## config.mk

```make
export PLATFORM = sky130hd
export DESIGN_NAME = fpp_port_core
export DESIGN_NICKNAME = d
export VERILOG_FILES = /design/src/include/fpp_pkg.sv /design/src/core/fpp_tick_div.sv /design/src/core/fpp_skid_buf.sv /design/src/core/fpp_port_core.sv
export SDC_FILE = /design/constraint.sdc
export NUM_CORES = 1
export LEC_CHECK = 0
export ABC_AREA = 1
export BUFFER_PORTS_ARGS = -buffer_cell sky130_fd_sc_hd__clkbuf_2
export CAP_MARGIN = 20
export CORE_MARGIN = 1.5
export CORE_UTILIZATION = 46
export CTS_CLUSTER_DIAMETER = 150
export DETAILED_ROUTE_END_ITERATION = 12
export GPL_ROUTABILITY_DRIVEN = 1
export HOLD_SLACK_MARGIN = 0.1
export PLACE_DENSITY = 0.71
export RECOVER_POWER = 100
export SLEW_MARGIN = 20
export SYNTH_ARGS = -nofsm -noshare
export SYNTH_HDL_FRONTEND = slang
export SYNTH_SLANG_ARGS = --single-unit
```

## constraint.sdc

```tcl
create_clock -name clk_sys -period 4.5 [get_ports clk_sys]
set_clock_uncertainty 0.15 [all_clocks]
set_input_delay 0.225 -clock clk_sys [delete_from_list [all_inputs] [get_ports clk_sys]]
set_output_delay 0.225 -clock clk_sys [all_outputs]
set_load 0.01 [all_outputs]
```

## src/include/fpp_pkg.sv

```systemverilog
// shared constants, carrier structs and state codes for the parallel / local bus port
package fpp_pkg;

	// clock and timing base
	localparam int CLK_MHZ = 250;
	localparam int TICK_NS = 40;
	// cycles per timing tick, rounded up so every phase is at least as long as asked
	localparam int TICK_CYC = (TICK_NS * CLK_MHZ + 999) / 1000;

	// phase lengths in ticks
	localparam int SETUP_TICKS = 1;
	localparam int STROBE_TICKS = 2;
	localparam int HOLD_TICKS = 1;
	// longest wait for the enhanced-mode handshake, rounded down to whole ticks
	localparam int WAIT_TIMEOUT_NS = 10000;
	localparam int WAIT_TIMEOUT_TICKS = WAIT_TIMEOUT_NS / TICK_NS;
	localparam int TICK_CNT_W = 8;

	// widths and depths
	localparam int DATA_W = 8;
	localparam int ADDR_W = 8;
	localparam int RSP_DEPTH = 2;

	// reset values
	localparam logic [ADDR_W-1:0] ADDR_RST = 8'h00;
	localparam logic [DATA_W-1:0] DATA_RST = 8'h00;

	// one access request from the user side
	typedef struct packed {
		logic write;
		logic [ADDR_W-1:0] addr;
		logic [DATA_W-1:0] data;
	} fpp_cmd_t;

	// sampled peripheral status lines
	typedef struct packed {
		logic paperOut;
		logic selected;
		logic errorActive;
		logic busy;
	} fpp_status_t;

	localparam fpp_status_t STATUS_RST = 4'h0;

	// target of the access in flight
	typedef enum logic [1:0] {
		K_LOCAL = 2'h0,
		K_SPP = 2'h1,
		K_EPP = 2'h2
	} fpp_kind_t;

	// access sequencer states
	typedef enum logic [3:0] {
		ST_IDLE = 4'h1,
		ST_SETUP = 4'h2,
		ST_STROBE = 4'h4,
		ST_FINISH = 4'h8
	} fpp_state_t;

endpackage

```

## src/core/fpp_tick_div.sv

```systemverilog
// divider that gives a one-cycle timing tick every DIV clocks
`timescale 1ns/10ps
module fpp_tick_div import fpp_pkg::*; #(
	parameter int DIV = TICK_CYC
) (
	input wire logic clk_sys,
	input wire logic rst_n,
	input wire logic clear,
	output logic tick
);

	localparam int CW = (DIV > 1) ? $clog2(DIV) : 1;
	localparam logic [CW-1:0] LAST = CW'(DIV - 1);

	logic [CW-1:0] cntQ;

	// restart on clear so a phase never starts part way into a tick
	always_ff @(posedge clk_sys) begin
		if (!rst_n || clear) begin
			cntQ <= '0;
		end else if (cntQ == LAST) begin
			cntQ <= '0;
		end else begin
			cntQ <= cntQ + 1'b1;
		end
	end

	assign tick = (cntQ == LAST) && !clear;

endmodule

```

## src/core/fpp_skid_buf.sv

```systemverilog
// small valid/ready buffer for read answers
`timescale 1ns/10ps
module fpp_skid_buf #(
	parameter int WIDTH = 8,
	parameter int DEPTH = 2
) (
	input wire logic clk_sys,
	input wire logic rst_n,
	input wire logic inValid,
	output logic inReady,
	input wire logic [WIDTH-1:0] inData,
	output logic outValid,
	input wire logic outReady,
	output logic [WIDTH-1:0] outData
);

	localparam int PW = (DEPTH > 1) ? $clog2(DEPTH) : 1;
	localparam logic [PW:0] FULL = (PW+1)'(DEPTH);
	localparam logic [PW-1:0] LAST = PW'(DEPTH - 1);

	logic [WIDTH-1:0] memQ [DEPTH];
	logic [PW-1:0] wrPtrQ;
	logic [PW-1:0] rdPtrQ;
	logic [PW:0] countQ;
	logic push;
	logic pop;

	assign inReady = (countQ != FULL);
	assign outValid = (countQ != '0);
	assign outData = memQ[rdPtrQ];
	assign push = inValid && inReady;
	assign pop = outValid && outReady;

	// storage, written only on an accepted push
	always_ff @(posedge clk_sys) begin
		if (push) begin
			memQ[wrPtrQ] <= inData;
		end
	end

	// pointers wrap at DEPTH, which need not be a power of two
	always_ff @(posedge clk_sys) begin
		if (!rst_n) begin
			wrPtrQ <= '0;
			rdPtrQ <= '0;
		end else begin
			if (push) begin
				wrPtrQ <= (wrPtrQ == LAST) ? '0 : wrPtrQ + 1'b1;
			end
			if (pop) begin
				rdPtrQ <= (rdPtrQ == LAST) ? '0 : rdPtrQ + 1'b1;
			end
		end
	end

	// fill level gives honest full and empty
	always_ff @(posedge clk_sys) begin
		if (!rst_n) begin
			countQ <= '0;
		end else if (push && !pop) begin
			countQ <= countQ + 1'b1;
		end else if (pop && !push) begin
			countQ <= countQ - 1'b1;
		end
	end

endmodule

```

## src/core/fpp_port_core.sv

```systemverilog
// parallel port and 8-bit local bus pin engine of the second function
//
// Notes on behaviour
// - enhanced-mode interrupt equals acknowledge line
// - enhanced mode: busy pin is wait handshake
// - standard mode: drive select-in low to select
// - initialise output same in both modes
// - standard mode: auto-feed is open-drain output
// - enhanced mode: auto-feed pin is data strobe
// - standard mode: strobe pulsed over valid data
// - enhanced mode: strobe pin is write direction
// - separate-strobe mode: read strobe on reads
// - data-strobe style: read strobe pin undriven
// - drive eight-bit local address per access
// - local data lines are bidirectional
// - direction output high while driving data
// - write strobe, or read-not-write in data-strobe style
`timescale 1ns/10ps
module fpp_port_core import fpp_pkg::*; #(
	parameter int SETUP_T = SETUP_TICKS,
	parameter int STROBE_T = STROBE_TICKS,
	parameter int HOLD_T = HOLD_TICKS,
	parameter int TIMEOUT_T = WAIT_TIMEOUT_TICKS
) (
	input wire logic clk_sys,
	input wire logic rst_n,
	// static configuration
	input wire logic portIsParallel,
	input wire logic lbDataStrobeStyle,
	input wire logic parIsEpp,
	input wire logic selectPeripheral,
	input wire logic initPeripheral,
	input wire logic autoFeed,
	// access requests
	input wire logic cmdValid,
	output logic cmdReady,
	input wire fpp_cmd_t cmd,
	// read answers
	output logic rspValid,
	input wire logic rspReady,
	output logic [DATA_W-1:0] rspData,
	// status toward the user
	output fpp_status_t status,
	output logic ackEvent,
	output logic eppIrq,
	output logic cycleTimeout,
	// parallel port pins
	input wire logic ackN,
	input wire logic paperOutStatus,
	input wire logic busy,
	input wire logic peripheralSelected,
	input wire logic errorN,
	output logic hostSelectInN,
	output logic initN,
	output logic autoFeedNOut,
	output logic autoFeedNOe,
	output logic sppDataStrobeN,
	input wire logic [DATA_W-1:0] parallelDataIn,
	output logic [DATA_W-1:0] parallelDataOut,
	output logic parallelDataOe,
	// local bus pins
	output logic [ADDR_W-1:0] localAddress,
	input wire logic [DATA_W-1:0] localDataIn,
	output logic [DATA_W-1:0] localDataOut,
	output logic localDataOe,
	output logic localDataDirOut,
	output logic localReadStrobeNOut,
	output logic localReadStrobeNOe,
	output logic localWriteStrobeN
);

	fpp_state_t stateQ;
	fpp_kind_t kindQ;
	fpp_kind_t cmdKind;
	fpp_cmd_t curQ;
	fpp_status_t statusQ;
	logic [TICK_CNT_W-1:0] tickCntQ;
	logic phaseClrQ;
	logic tick;
	logic pushQ;
	logic [DATA_W-1:0] rdDataQ;
	logic bufInReady;
	logic ackQ;
	logic ackPrevQ;
	logic busOn;
	logic strobeOn;
	logic eppStrobeN;
	logic parDataOeQ;
	logic localDataOeQ;
	logic [ADDR_W-1:0] localAddressQ;

	// true once the tick count of the current phase has reached its limit
	function automatic logic reached(input logic [TICK_CNT_W-1:0] cnt, input int lim);
		reached = (cnt >= TICK_CNT_W'(lim));
	endfunction

	fpp_tick_div #(
		.DIV(TICK_CYC)
	) uTick (
		.clk_sys(clk_sys),
		.rst_n(rst_n),
		.clear(phaseClrQ),
		.tick(tick)
	);

	// answers wait here, RSP_DEPTH deep, until a slow reader takes them
	fpp_skid_buf #(
		.WIDTH(DATA_W),
		.DEPTH(RSP_DEPTH)
	) uRsp (
		.clk_sys(clk_sys),
		.rst_n(rst_n),
		.inValid(pushQ),
		.inReady(bufInReady),
		.inData(rdDataQ),
		.outValid(rspValid),
		.outReady(rspReady),
		.outData(rspData)
	);

	// which pins the request will use
	always_comb begin
		if (!portIsParallel) begin
			cmdKind = K_LOCAL;
		end else if (parIsEpp) begin
			cmdKind = K_EPP;
		end else begin
			cmdKind = K_SPP;
		end
	end

	// a read is only taken while the answer buffer has a free slot, but the check does not count a push still
	// in flight, so a read taken in that cycle can find the buffer full at the end of its access
	assign cmdReady = (stateQ == ST_IDLE) && (cmd.write || bufInReady)
		&& !(cmdKind == K_SPP && cmd.write && statusQ.busy);

	assign busOn = (stateQ != ST_IDLE);
	assign strobeOn = (stateQ == ST_STROBE);

	// status pins are sampled every cycle
	always_ff @(posedge clk_sys) begin
		if (!rst_n) begin
			statusQ <= STATUS_RST;
		end else begin
			statusQ.paperOut <= paperOutStatus;
			statusQ.selected <= peripheralSelected;
			statusQ.errorActive <= !errorN;
			statusQ.busy <= busy;
		end
	end

	assign status = statusQ;

	// acknowledge falling edge marks a completed transfer
	always_ff @(posedge clk_sys) begin
		if (!rst_n) begin
			ackQ <= 1'b1;
			ackPrevQ <= 1'b1;
			ackEvent <= 1'b0;
			eppIrq <= 1'b0;
		end else begin
			ackQ <= ackN;
			ackPrevQ <= ackQ;
			ackEvent <= ackPrevQ && !ackQ;
			eppIrq <= parIsEpp && !ackQ;
		end
	end

	// access sequencer: setup, strobe, finish, timed in ticks; enhanced strobe and finish end on wait or on the tick timeout
	always_ff @(posedge clk_sys) begin
		if (!rst_n) begin
			stateQ <= ST_IDLE;
			kindQ <= K_LOCAL;
			curQ <= '0;
			tickCntQ <= '0;
			phaseClrQ <= 1'b0;
			pushQ <= 1'b0;
			rdDataQ <= DATA_RST;
			cycleTimeout <= 1'b0;
		end else begin
			phaseClrQ <= 1'b0;
			pushQ <= 1'b0;
			cycleTimeout <= 1'b0;
			if (tick && !reached(tickCntQ, TIMEOUT_T)) begin
				tickCntQ <= tickCntQ + 1'b1;
			end
			unique case (stateQ)
				ST_IDLE: begin
					if (cmdValid && cmdReady) begin
						curQ <= cmd;
						kindQ <= cmdKind;
						stateQ <= ST_SETUP;
						phaseClrQ <= 1'b1;
						tickCntQ <= '0;
					end
				end
				ST_SETUP: begin
					if (reached(tickCntQ, SETUP_T)) begin
						stateQ <= ST_STROBE;
						phaseClrQ <= 1'b1;
						tickCntQ <= '0;
					end
				end
				ST_STROBE: begin
					if (kindQ == K_EPP) begin
						// strobe stays low until wait goes high; a dead peripheral times out
						if (statusQ.busy || reached(tickCntQ, TIMEOUT_T)) begin
							rdDataQ <= parallelDataIn;
							cycleTimeout <= !statusQ.busy;
							stateQ <= ST_FINISH;
							phaseClrQ <= 1'b1;
							tickCntQ <= '0;
						end
					end else if (reached(tickCntQ, STROBE_T)) begin
						rdDataQ <= (kindQ == K_LOCAL) ? localDataIn : parallelDataIn;
						stateQ <= ST_FINISH;
						phaseClrQ <= 1'b1;
						tickCntQ <= '0;
					end
				end
				ST_FINISH: begin
					// enhanced cycles end when the peripheral drops wait again
					if ((kindQ == K_EPP) ? (!statusQ.busy || reached(tickCntQ, TIMEOUT_T))
						: reached(tickCntQ, HOLD_T)) begin
						cycleTimeout <= (kindQ == K_EPP) && statusQ.busy;
						pushQ <= !curQ.write;
						stateQ <= ST_IDLE;
					end
				end
			endcase
		end
	end

	// local bus pins, all from flops so no glitches reach the peripherals
	always_ff @(posedge clk_sys) begin
		if (!rst_n) begin
			localAddressQ <= ADDR_RST;
			localDataOut <= DATA_RST;
			localDataOeQ <= 1'b0;
			localReadStrobeNOut <= 1'b1;
			localReadStrobeNOe <= 1'b0;
			localWriteStrobeN <= 1'b1;
		end else begin
			if (busOn && kindQ == K_LOCAL) begin
				localAddressQ <= curQ.addr;
			end
			localDataOut <= curQ.data;
			localDataOeQ <= busOn && kindQ == K_LOCAL && curQ.write;
			localReadStrobeNOut <= !(strobeOn && kindQ == K_LOCAL && !curQ.write
				&& !lbDataStrobeStyle);
			localReadStrobeNOe <= !lbDataStrobeStyle;
			if (lbDataStrobeStyle) begin
				// read-not-write level for the whole access, high when idle
				localWriteStrobeN <= !(busOn && kindQ == K_LOCAL && curQ.write);
			end else begin
				localWriteStrobeN <= !(strobeOn && kindQ == K_LOCAL && curQ.write);
			end
		end
	end

	assign localAddress = localAddressQ;
	assign localDataOe = localDataOeQ;
	assign localDataDirOut = localDataOeQ;

	// parallel port pins
	always_ff @(posedge clk_sys) begin
		if (!rst_n) begin
			parallelDataOut <= DATA_RST;
			parDataOeQ <= 1'b0;
			sppDataStrobeN <= 1'b1;
			eppStrobeN <= 1'b1;
			hostSelectInN <= 1'b1;
			initN <= 1'b1;
			autoFeedNOe <= 1'b0;
		end else begin
			parallelDataOut <= curQ.data;
			parDataOeQ <= busOn && kindQ != K_LOCAL && curQ.write;
			if (parIsEpp) begin
				// direction: low for writes, high for reads and idle
				sppDataStrobeN <= !(busOn && kindQ == K_EPP && curQ.write);
			end else begin
				// data already stable for a setup phase before the pulse
				sppDataStrobeN <= !(strobeOn && kindQ == K_SPP && curQ.write);
			end
			eppStrobeN <= !(strobeOn && kindQ == K_EPP);
			hostSelectInN <= parIsEpp || !selectPeripheral;
			initN <= !initPeripheral;
			autoFeedNOe <= parIsEpp || autoFeed;
		end
	end

	assign parallelDataOe = parDataOeQ;
	// open-drain in standard mode only ever pulls low; enhanced mode drives the strobe
	assign autoFeedNOut = parIsEpp ? eppStrobeN : 1'b0;

endmodule

```

### Word-level counts from Yosys, hierarchy flattened

Memory sizes are Yosys's and may differ from the RTL's. A register that Yosys moved wholly into a read port is not among the register bits.
Cells that the tools add are included.

* add/sub/neg operators: 6
* $lt $le $gt $ge: 3
* equality and inequality tests: 16
* mux-type cells: 42
* reductions and logical operators: 62

Operator list (number)
* two-way mux 8 bit: 10
* logical AND 1 bit: 27
* two-way mux 4 bit: 6
* one-hot mux 8 bit (3 select lines): 1
* zero test 1 bit: 19
* two-way mux 1 bit: 18
* one-hot mux 4 bit (4 select lines): 1
* adder 8 x 1 -> 8 bit (second input constant): 1
* == test 4 bit (second input constant): 2
* >= comparator 8 x 1 -> 1 bit (second input constant): 1
* >= comparator 8 x 2 -> 1 bit (second input constant): 1
* >= comparator 8 bit (second input constant): 1
* two-way mux 2 bit: 4
* != test 2 bit (second input constant): 4
* nonzero test 2 bit: 4
* logical OR 1 bit: 6
* AND reduction 3 bit: 2
* AND reduction 5 bit: 1
* adder 4 x 1 -> 4 bit (second input constant): 1
* == test 2 x 1 -> 1 bit (second input constant): 2
* == test 4 x 1 -> 1 bit (second input constant): 1
* == test 4 x 2 -> 1 bit (second input constant): 1
* == test 4 x 3 -> 1 bit (second input constant): 1
* != test 4 x 1 -> 1 bit (second input constant): 1
* other kinds (12): 13

* flip-flop bits (word level): 84
* memory bits (writable): 16
* output and inout bits: 52
* logic and storage cells: 164
* memories kept: 1

Memories
* uRsp.memQ: depth 2, bits a word 8, rd ports 1, clocked after Yosys merged registers in 1, wr ports 1, RTL line fpp_skid_buf.sv:21 `logic [WIDTH-1:0] memQ [DEPTH];`

### Depth between registers and ports, before layout

* depth in word-level cells: 10
* depth in mapped cells: 12
* gate-level depth less buffers: 12

### Hierarchy

Synthesis repeated with hierarchy kept, for this count alone.

* cells, all modules: 459
* area total of the unflattened synthesis: 4051.4 sq um

By module, submodules not included
* fpp_port_core: instances 1, cells each 374, area each 3032.9 sq um, seq. area each 1521.5 sq um
* fpp_skid_buf: instances 1, cells each 62, area each 835.8 sq um, seq. area each 580.6 sq um
* fpp_tick_div: instances 1, cells each 23, area each 182.7 sq um, seq. area each 80.1 sq um

### Worst setup path before layout

Ideal clock, no wire load.

* path type: flip-flop to flip-flop
* from: register tickCntQ[0]
* to: register tickCntQ[4]
* arrival: 1.470 ns
* slack: 2.819 ns
* cell stages (with the launch flop): 11
* period minus slack after synthesis: 1.681 ns
* cell sequence: dfxtp_1 inv_1 ha_1 nor2_1 nand3_1 or2_4 nand3_4 nand2_4 nor2_4 nand2_4 nor2_2

* longest elaborated chain between the ends: 7
* elaborated cells between the ends (all ways): 14
* classes of those cells: add/sub: 1; order compare: 3; mux: 7; reduce/logical: 3

Ends and longest elaborated chain
* start: declaration: RTL line fpp_port_core.sv:77 `logic [TICK_CNT_W-1:0] tickCntQ;`
* start signal: assignment: RTL line fpp_port_core.sv:185 `tickCntQ <= tickCntQ + 1'b1;`
* >= comparator 8 bit: RTL line fpp_port_core.sv:94 `reached = (cnt >= TICK_CNT_W'(lim));`
* zero test 1 bit: RTL line fpp_port_core.sv:184 `if (tick && !reached(tickCntQ, TIMEOUT_T)) begin`
* logical AND 1 bit: RTL line fpp_port_core.sv:184
* two-way mux 8 bit: RTL line fpp_port_core.sv:184
* two-way mux 8 bit, on equally long branches: RTL line fpp_port_core.sv:214, fpp_port_core.sv:207
* two-way mux 8 bit: RTL line fpp_port_core.sv:205 `if (kindQ == K_EPP) begin`
* one-hot mux 8 bit (3 select lines) (*): RTL line fpp_port_core.sv:187 `unique case (stateQ)`

Every way passes the cells marked *; elsewhere a longest branch is shown, timed or not.
A chain may end at the register's enable or synchronous reset.

### Final worst setup path

* from: input parIsEpp
* to: register kindQ[1]

* longest elaborated chain between the ends: 9

Ends and longest elaborated chain
* start: declaration: RTL line fpp_port_core.sv:30 `input wire logic parIsEpp,`
* two-way mux 2 bit (*): RTL line fpp_port_core.sv:125 `end else if (parIsEpp) begin`
* two-way mux 2 bit (*): RTL line fpp_port_core.sv:123 `if (!portIsParallel) begin`
* == test 2 x 1 -> 1 bit: RTL line fpp_port_core.sv:135 `&& !(cmdKind == K_SPP && cmd.write && statusQ.busy);`
* logical AND 1 bit (2 in series): RTL line fpp_port_core.sv:135
* zero test 1 bit: RTL line fpp_port_core.sv:135
* logical AND 1 bit: RTL line fpp_port_core.sv:135
* logical AND 1 bit: RTL line fpp_port_core.sv:189 `if (cmdValid && cmdReady) begin`
* AND reduction 2 bit (no line)
* end signal: assignment: RTL line fpp_port_core.sv:191 `kindQ <= cmdKind;`
* end: declaration: RTL line fpp_port_core.sv:73 `fpp_kind_t kindQ;`

Marked as above.

==> flow_metrics.tcl <==
set metrics [dict create \
    hold_start "localDataIn[1]" \
    grt_max_degree 57 \
    core_um2 8340 \
    hold_buffers 39 \
    vias 3342 \
    synthCells 466 \
    syn_area_um2 4000 \
    antenna_found_initial 0 \
    insertion_delay_ps 360 \
    peakVddDrop_uv 198 \
    firstDrtPassIters 4 \
    routed_via_density 4.75 \
    syn_nets 521 \
    tightestPinTransition_ps 2060 \
    clk_pin_slew_worst_paths_ps 90 \
    fin_nets 648 \
    ios 100 \
    rr_worst_depth 7 \
    cts_max_path_buffers 2 \
    violations "max-capacitance violations, max-slew violations" \
    fillers 813 \
    drt-total-wl_um 8310 \
    synth_edf_count 16 \
    grt_overflow 0 \
    r2r_end "rdDataQ[7]" \
    min_period_over_period_pct 63.8 \
    finalHoldViolCount 0 \
    ys_seq_area_share_pct 54.5 \
    regArea_um2 2180 \
    setup_viol 0 \
    io_buffers 99 \
    fin_worst_hold_slack_ps 103 \
    place_congestion 0.903 \
    cp_max_fo 22 \
    cts_tree "yes" \
    startpoint_type "input port" \
    hpwl_um 5770 \
    ys.flop_type "dfxtp_1" \
    min_period_ps 2870 \
    timing.rr.start "kindQ[1]" \
    root_buffer "clkbuf_8" \
    start_util_pct 48.0 \
    chipWidth_um 96.3 \
    final_core_utilization_pct 59.7 \
    cts_max_level 3 \
    path_class "input port to flip-flop" \
    cts_resized 0 \
    cts_setup_buffers 0 \
    drcViolationCount 0 \
    crit_start "parIsEpp" \
    cp.required_ps 4620 \
    rows 33 \
    p_leak_uw 0.00221 \
    placedCellCount 648 \
    slew_viol_final 57 \
    maxSlewHeadroom_pct -37.3 \
    drive_gt1_share_pct 14.0 \
    syn_avg_cell_area_um2 8.59 \
    fin_setup_tns_ps 0 \
    min_path_cells 5 \
    first_global_vias 3065 \
    final_cells 703 \
    status "finished with violations" \
    die_y_um 96.3 \
    rsz0062_at_grt "false" \
    cts_inserted_buffers 9 \
    p_per_area_nw_per_um2 362 \
    cts_sinks 101 \
    drtIter0Drc 158 \
    dieArea_um2 9270 \
    fmax_mhz 348 \
    cp-end-kind "flip-flop" \
    wl_per_cell_um 11.8 \
    hp-class "input port to flip-flop" \
    reg2reg_slack_ps 1850 \
    yosysWarnings 0 \
    multi_input_area_um2 1450 \
    syn_to_final_growth_pct 24.5 \
    drt.antenna.violating_nets 0 \
    grt_pass1_wl_um 13500 \
    async_reset_ff_share_pct 0 \
    min_to "rdDataQ[1]" \
    arrival_ps 2990 \
    grt_usage_pct 19.0 \
    n_antenna_cell 0 \
    max-cap-violations 1 \
    ys_ff_latch 101 \
    synth.distinct_cells 35 \
]
[per-layer routing]
layer / routed length, um / GRT usage, %
met5: 0 / 0
met4: 175 / 8.46
met3: 408 / 3.71
met2: 4020 / 31.8
met1: 3710 / 23.6
[metrics by stage]
step,total power [uW],instance area (um2),setup slack (ps)
2_1_floorplan,1170,4000,2820
3_3_place_gp,1240,4490,2370
3_5_place_dp,1250,4490,2320
4_1_cts,1840,5080,1880
5_1_grt,1900,4980,1340
6_report,1810,4980,1630
[kinds of logic after synthesis]
kind of cell	share of synthesized area, %
buf+inv	8.60
flops	54.5
compound gates	7.94
simple gates	22.3
fa+ha+maj	2.19
xor+xnor	2.19
mux	2.25
[synth_stat cells (2+ instances only)]
master     n  share of area, %
nand2_1   63               5.9
xor2_1     6               1.3
nand4_1    5              0.78
nand3b_1   3              0.56
nand3_1   15               1.9
nor2_1    93               8.7
ha_1       7               2.2
nor4_1     2              0.31
nand2_2    5              0.78
o21ai_0   40               5.0
buf_4     10               1.9
a21oi_1   16               2.0
inv_1     52               4.9
nand2_4    2              0.56
nor3_1     4              0.50
clkbuf_1   7              0.66
buf_6      2              0.56
or2_2      2              0.31
mux2_2     8               2.3
buf_2      3              0.38
nor2_2     5              0.78
edfxtp_1  16                12
xnor2_1    4              0.88
dfxtp_1   85                43
[flip-flops by register name, summed over array words and instances (netlist names), 2 cells and up, named ones only]
name / flops
tickCntQ: 8
uRsp.countQ: 2
kindQ: 2
parallelDataOut: 8
uTick.cntQ: 4
status: 4
localAddress: 8
curQ: 17
stateQ: 4
uRsp.memQ: 16
rdDataQ: 8
[power breakdown]
part           total [uW]  switching (uW)  internal, uW
Clock                 563             320           243
Combinational         251             144           107
Sequential            992            29.2           963
[worst max-delay path, cell delays in order]
cell and delay [ps]:
dlygate4sd3_1 530, clkbuf_1 260, nor2_1 120, nand2_1 70, nand2_1 60, nor2_1 120
nand2_1 420, inv_4 370, nand3_1 110, dlygate4sd3_1 580, a21oi_1 120
[cell usage in the layout, fill, tap and decap left out]
cell / n
a21oi_1: 16
a21oi_2: 1
a22oi_1: 1
clkbuf_1: 53
clkbuf_16: 1
clkbuf_2: 46
clkbuf_8: 9
clkinv_1: 1
clkinv_2: 1
clkinv_4: 1
dfxtp_1: 85
dlygate4sd3_1: 39
edfxtp_1: 16
ha_1: 7
inv_1: 52
inv_4: 2
inv_6: 2
inv_8: 1
mux2_2: 8
nand2_1: 65
nand2_2: 4
nand2_4: 1
nand3_1: 15
nand3_2: 1
nand3_4: 1
nand3b_1: 3
nand4_1: 5
nor2_1: 97
nor2_2: 2
nor3_1: 4
nor4_1: 2
o21ai_0: 42
o21bai_1: 1
or2_2: 2
or2_4: 1
xnor2_1: 4
xor2_1: 6
[layout make-up]
cell class | instances | area share [%]
Sequential cell | 101 | 43.8
Clock inverter | 6 | 0.979
Timing Repair Buffer | 138 | 16.4
Inverter | 54 | 4.12
Tap cell | 105 | 2.64
Multi-Input combinational cell | 289 | 29.0
Clock buffer | 10 | 2.99
[how the worst max path moves through the flow]
stage / to / slack, ps / depth (start not counted)
2_1_floorplan: tickCntQ[4] / 2820 / 10
3_3_place_gp: ackEvent / 2370 / 4
3_5_place_dp: eppIrq / 2320 / 4
4_1_cts: rdDataQ[5] / 1880 / 7
5_1_grt: eppIrq / 1340 / 4
6_report: kindQ[1] / 1630 / 11
Power figures use the tool's default switching activity.
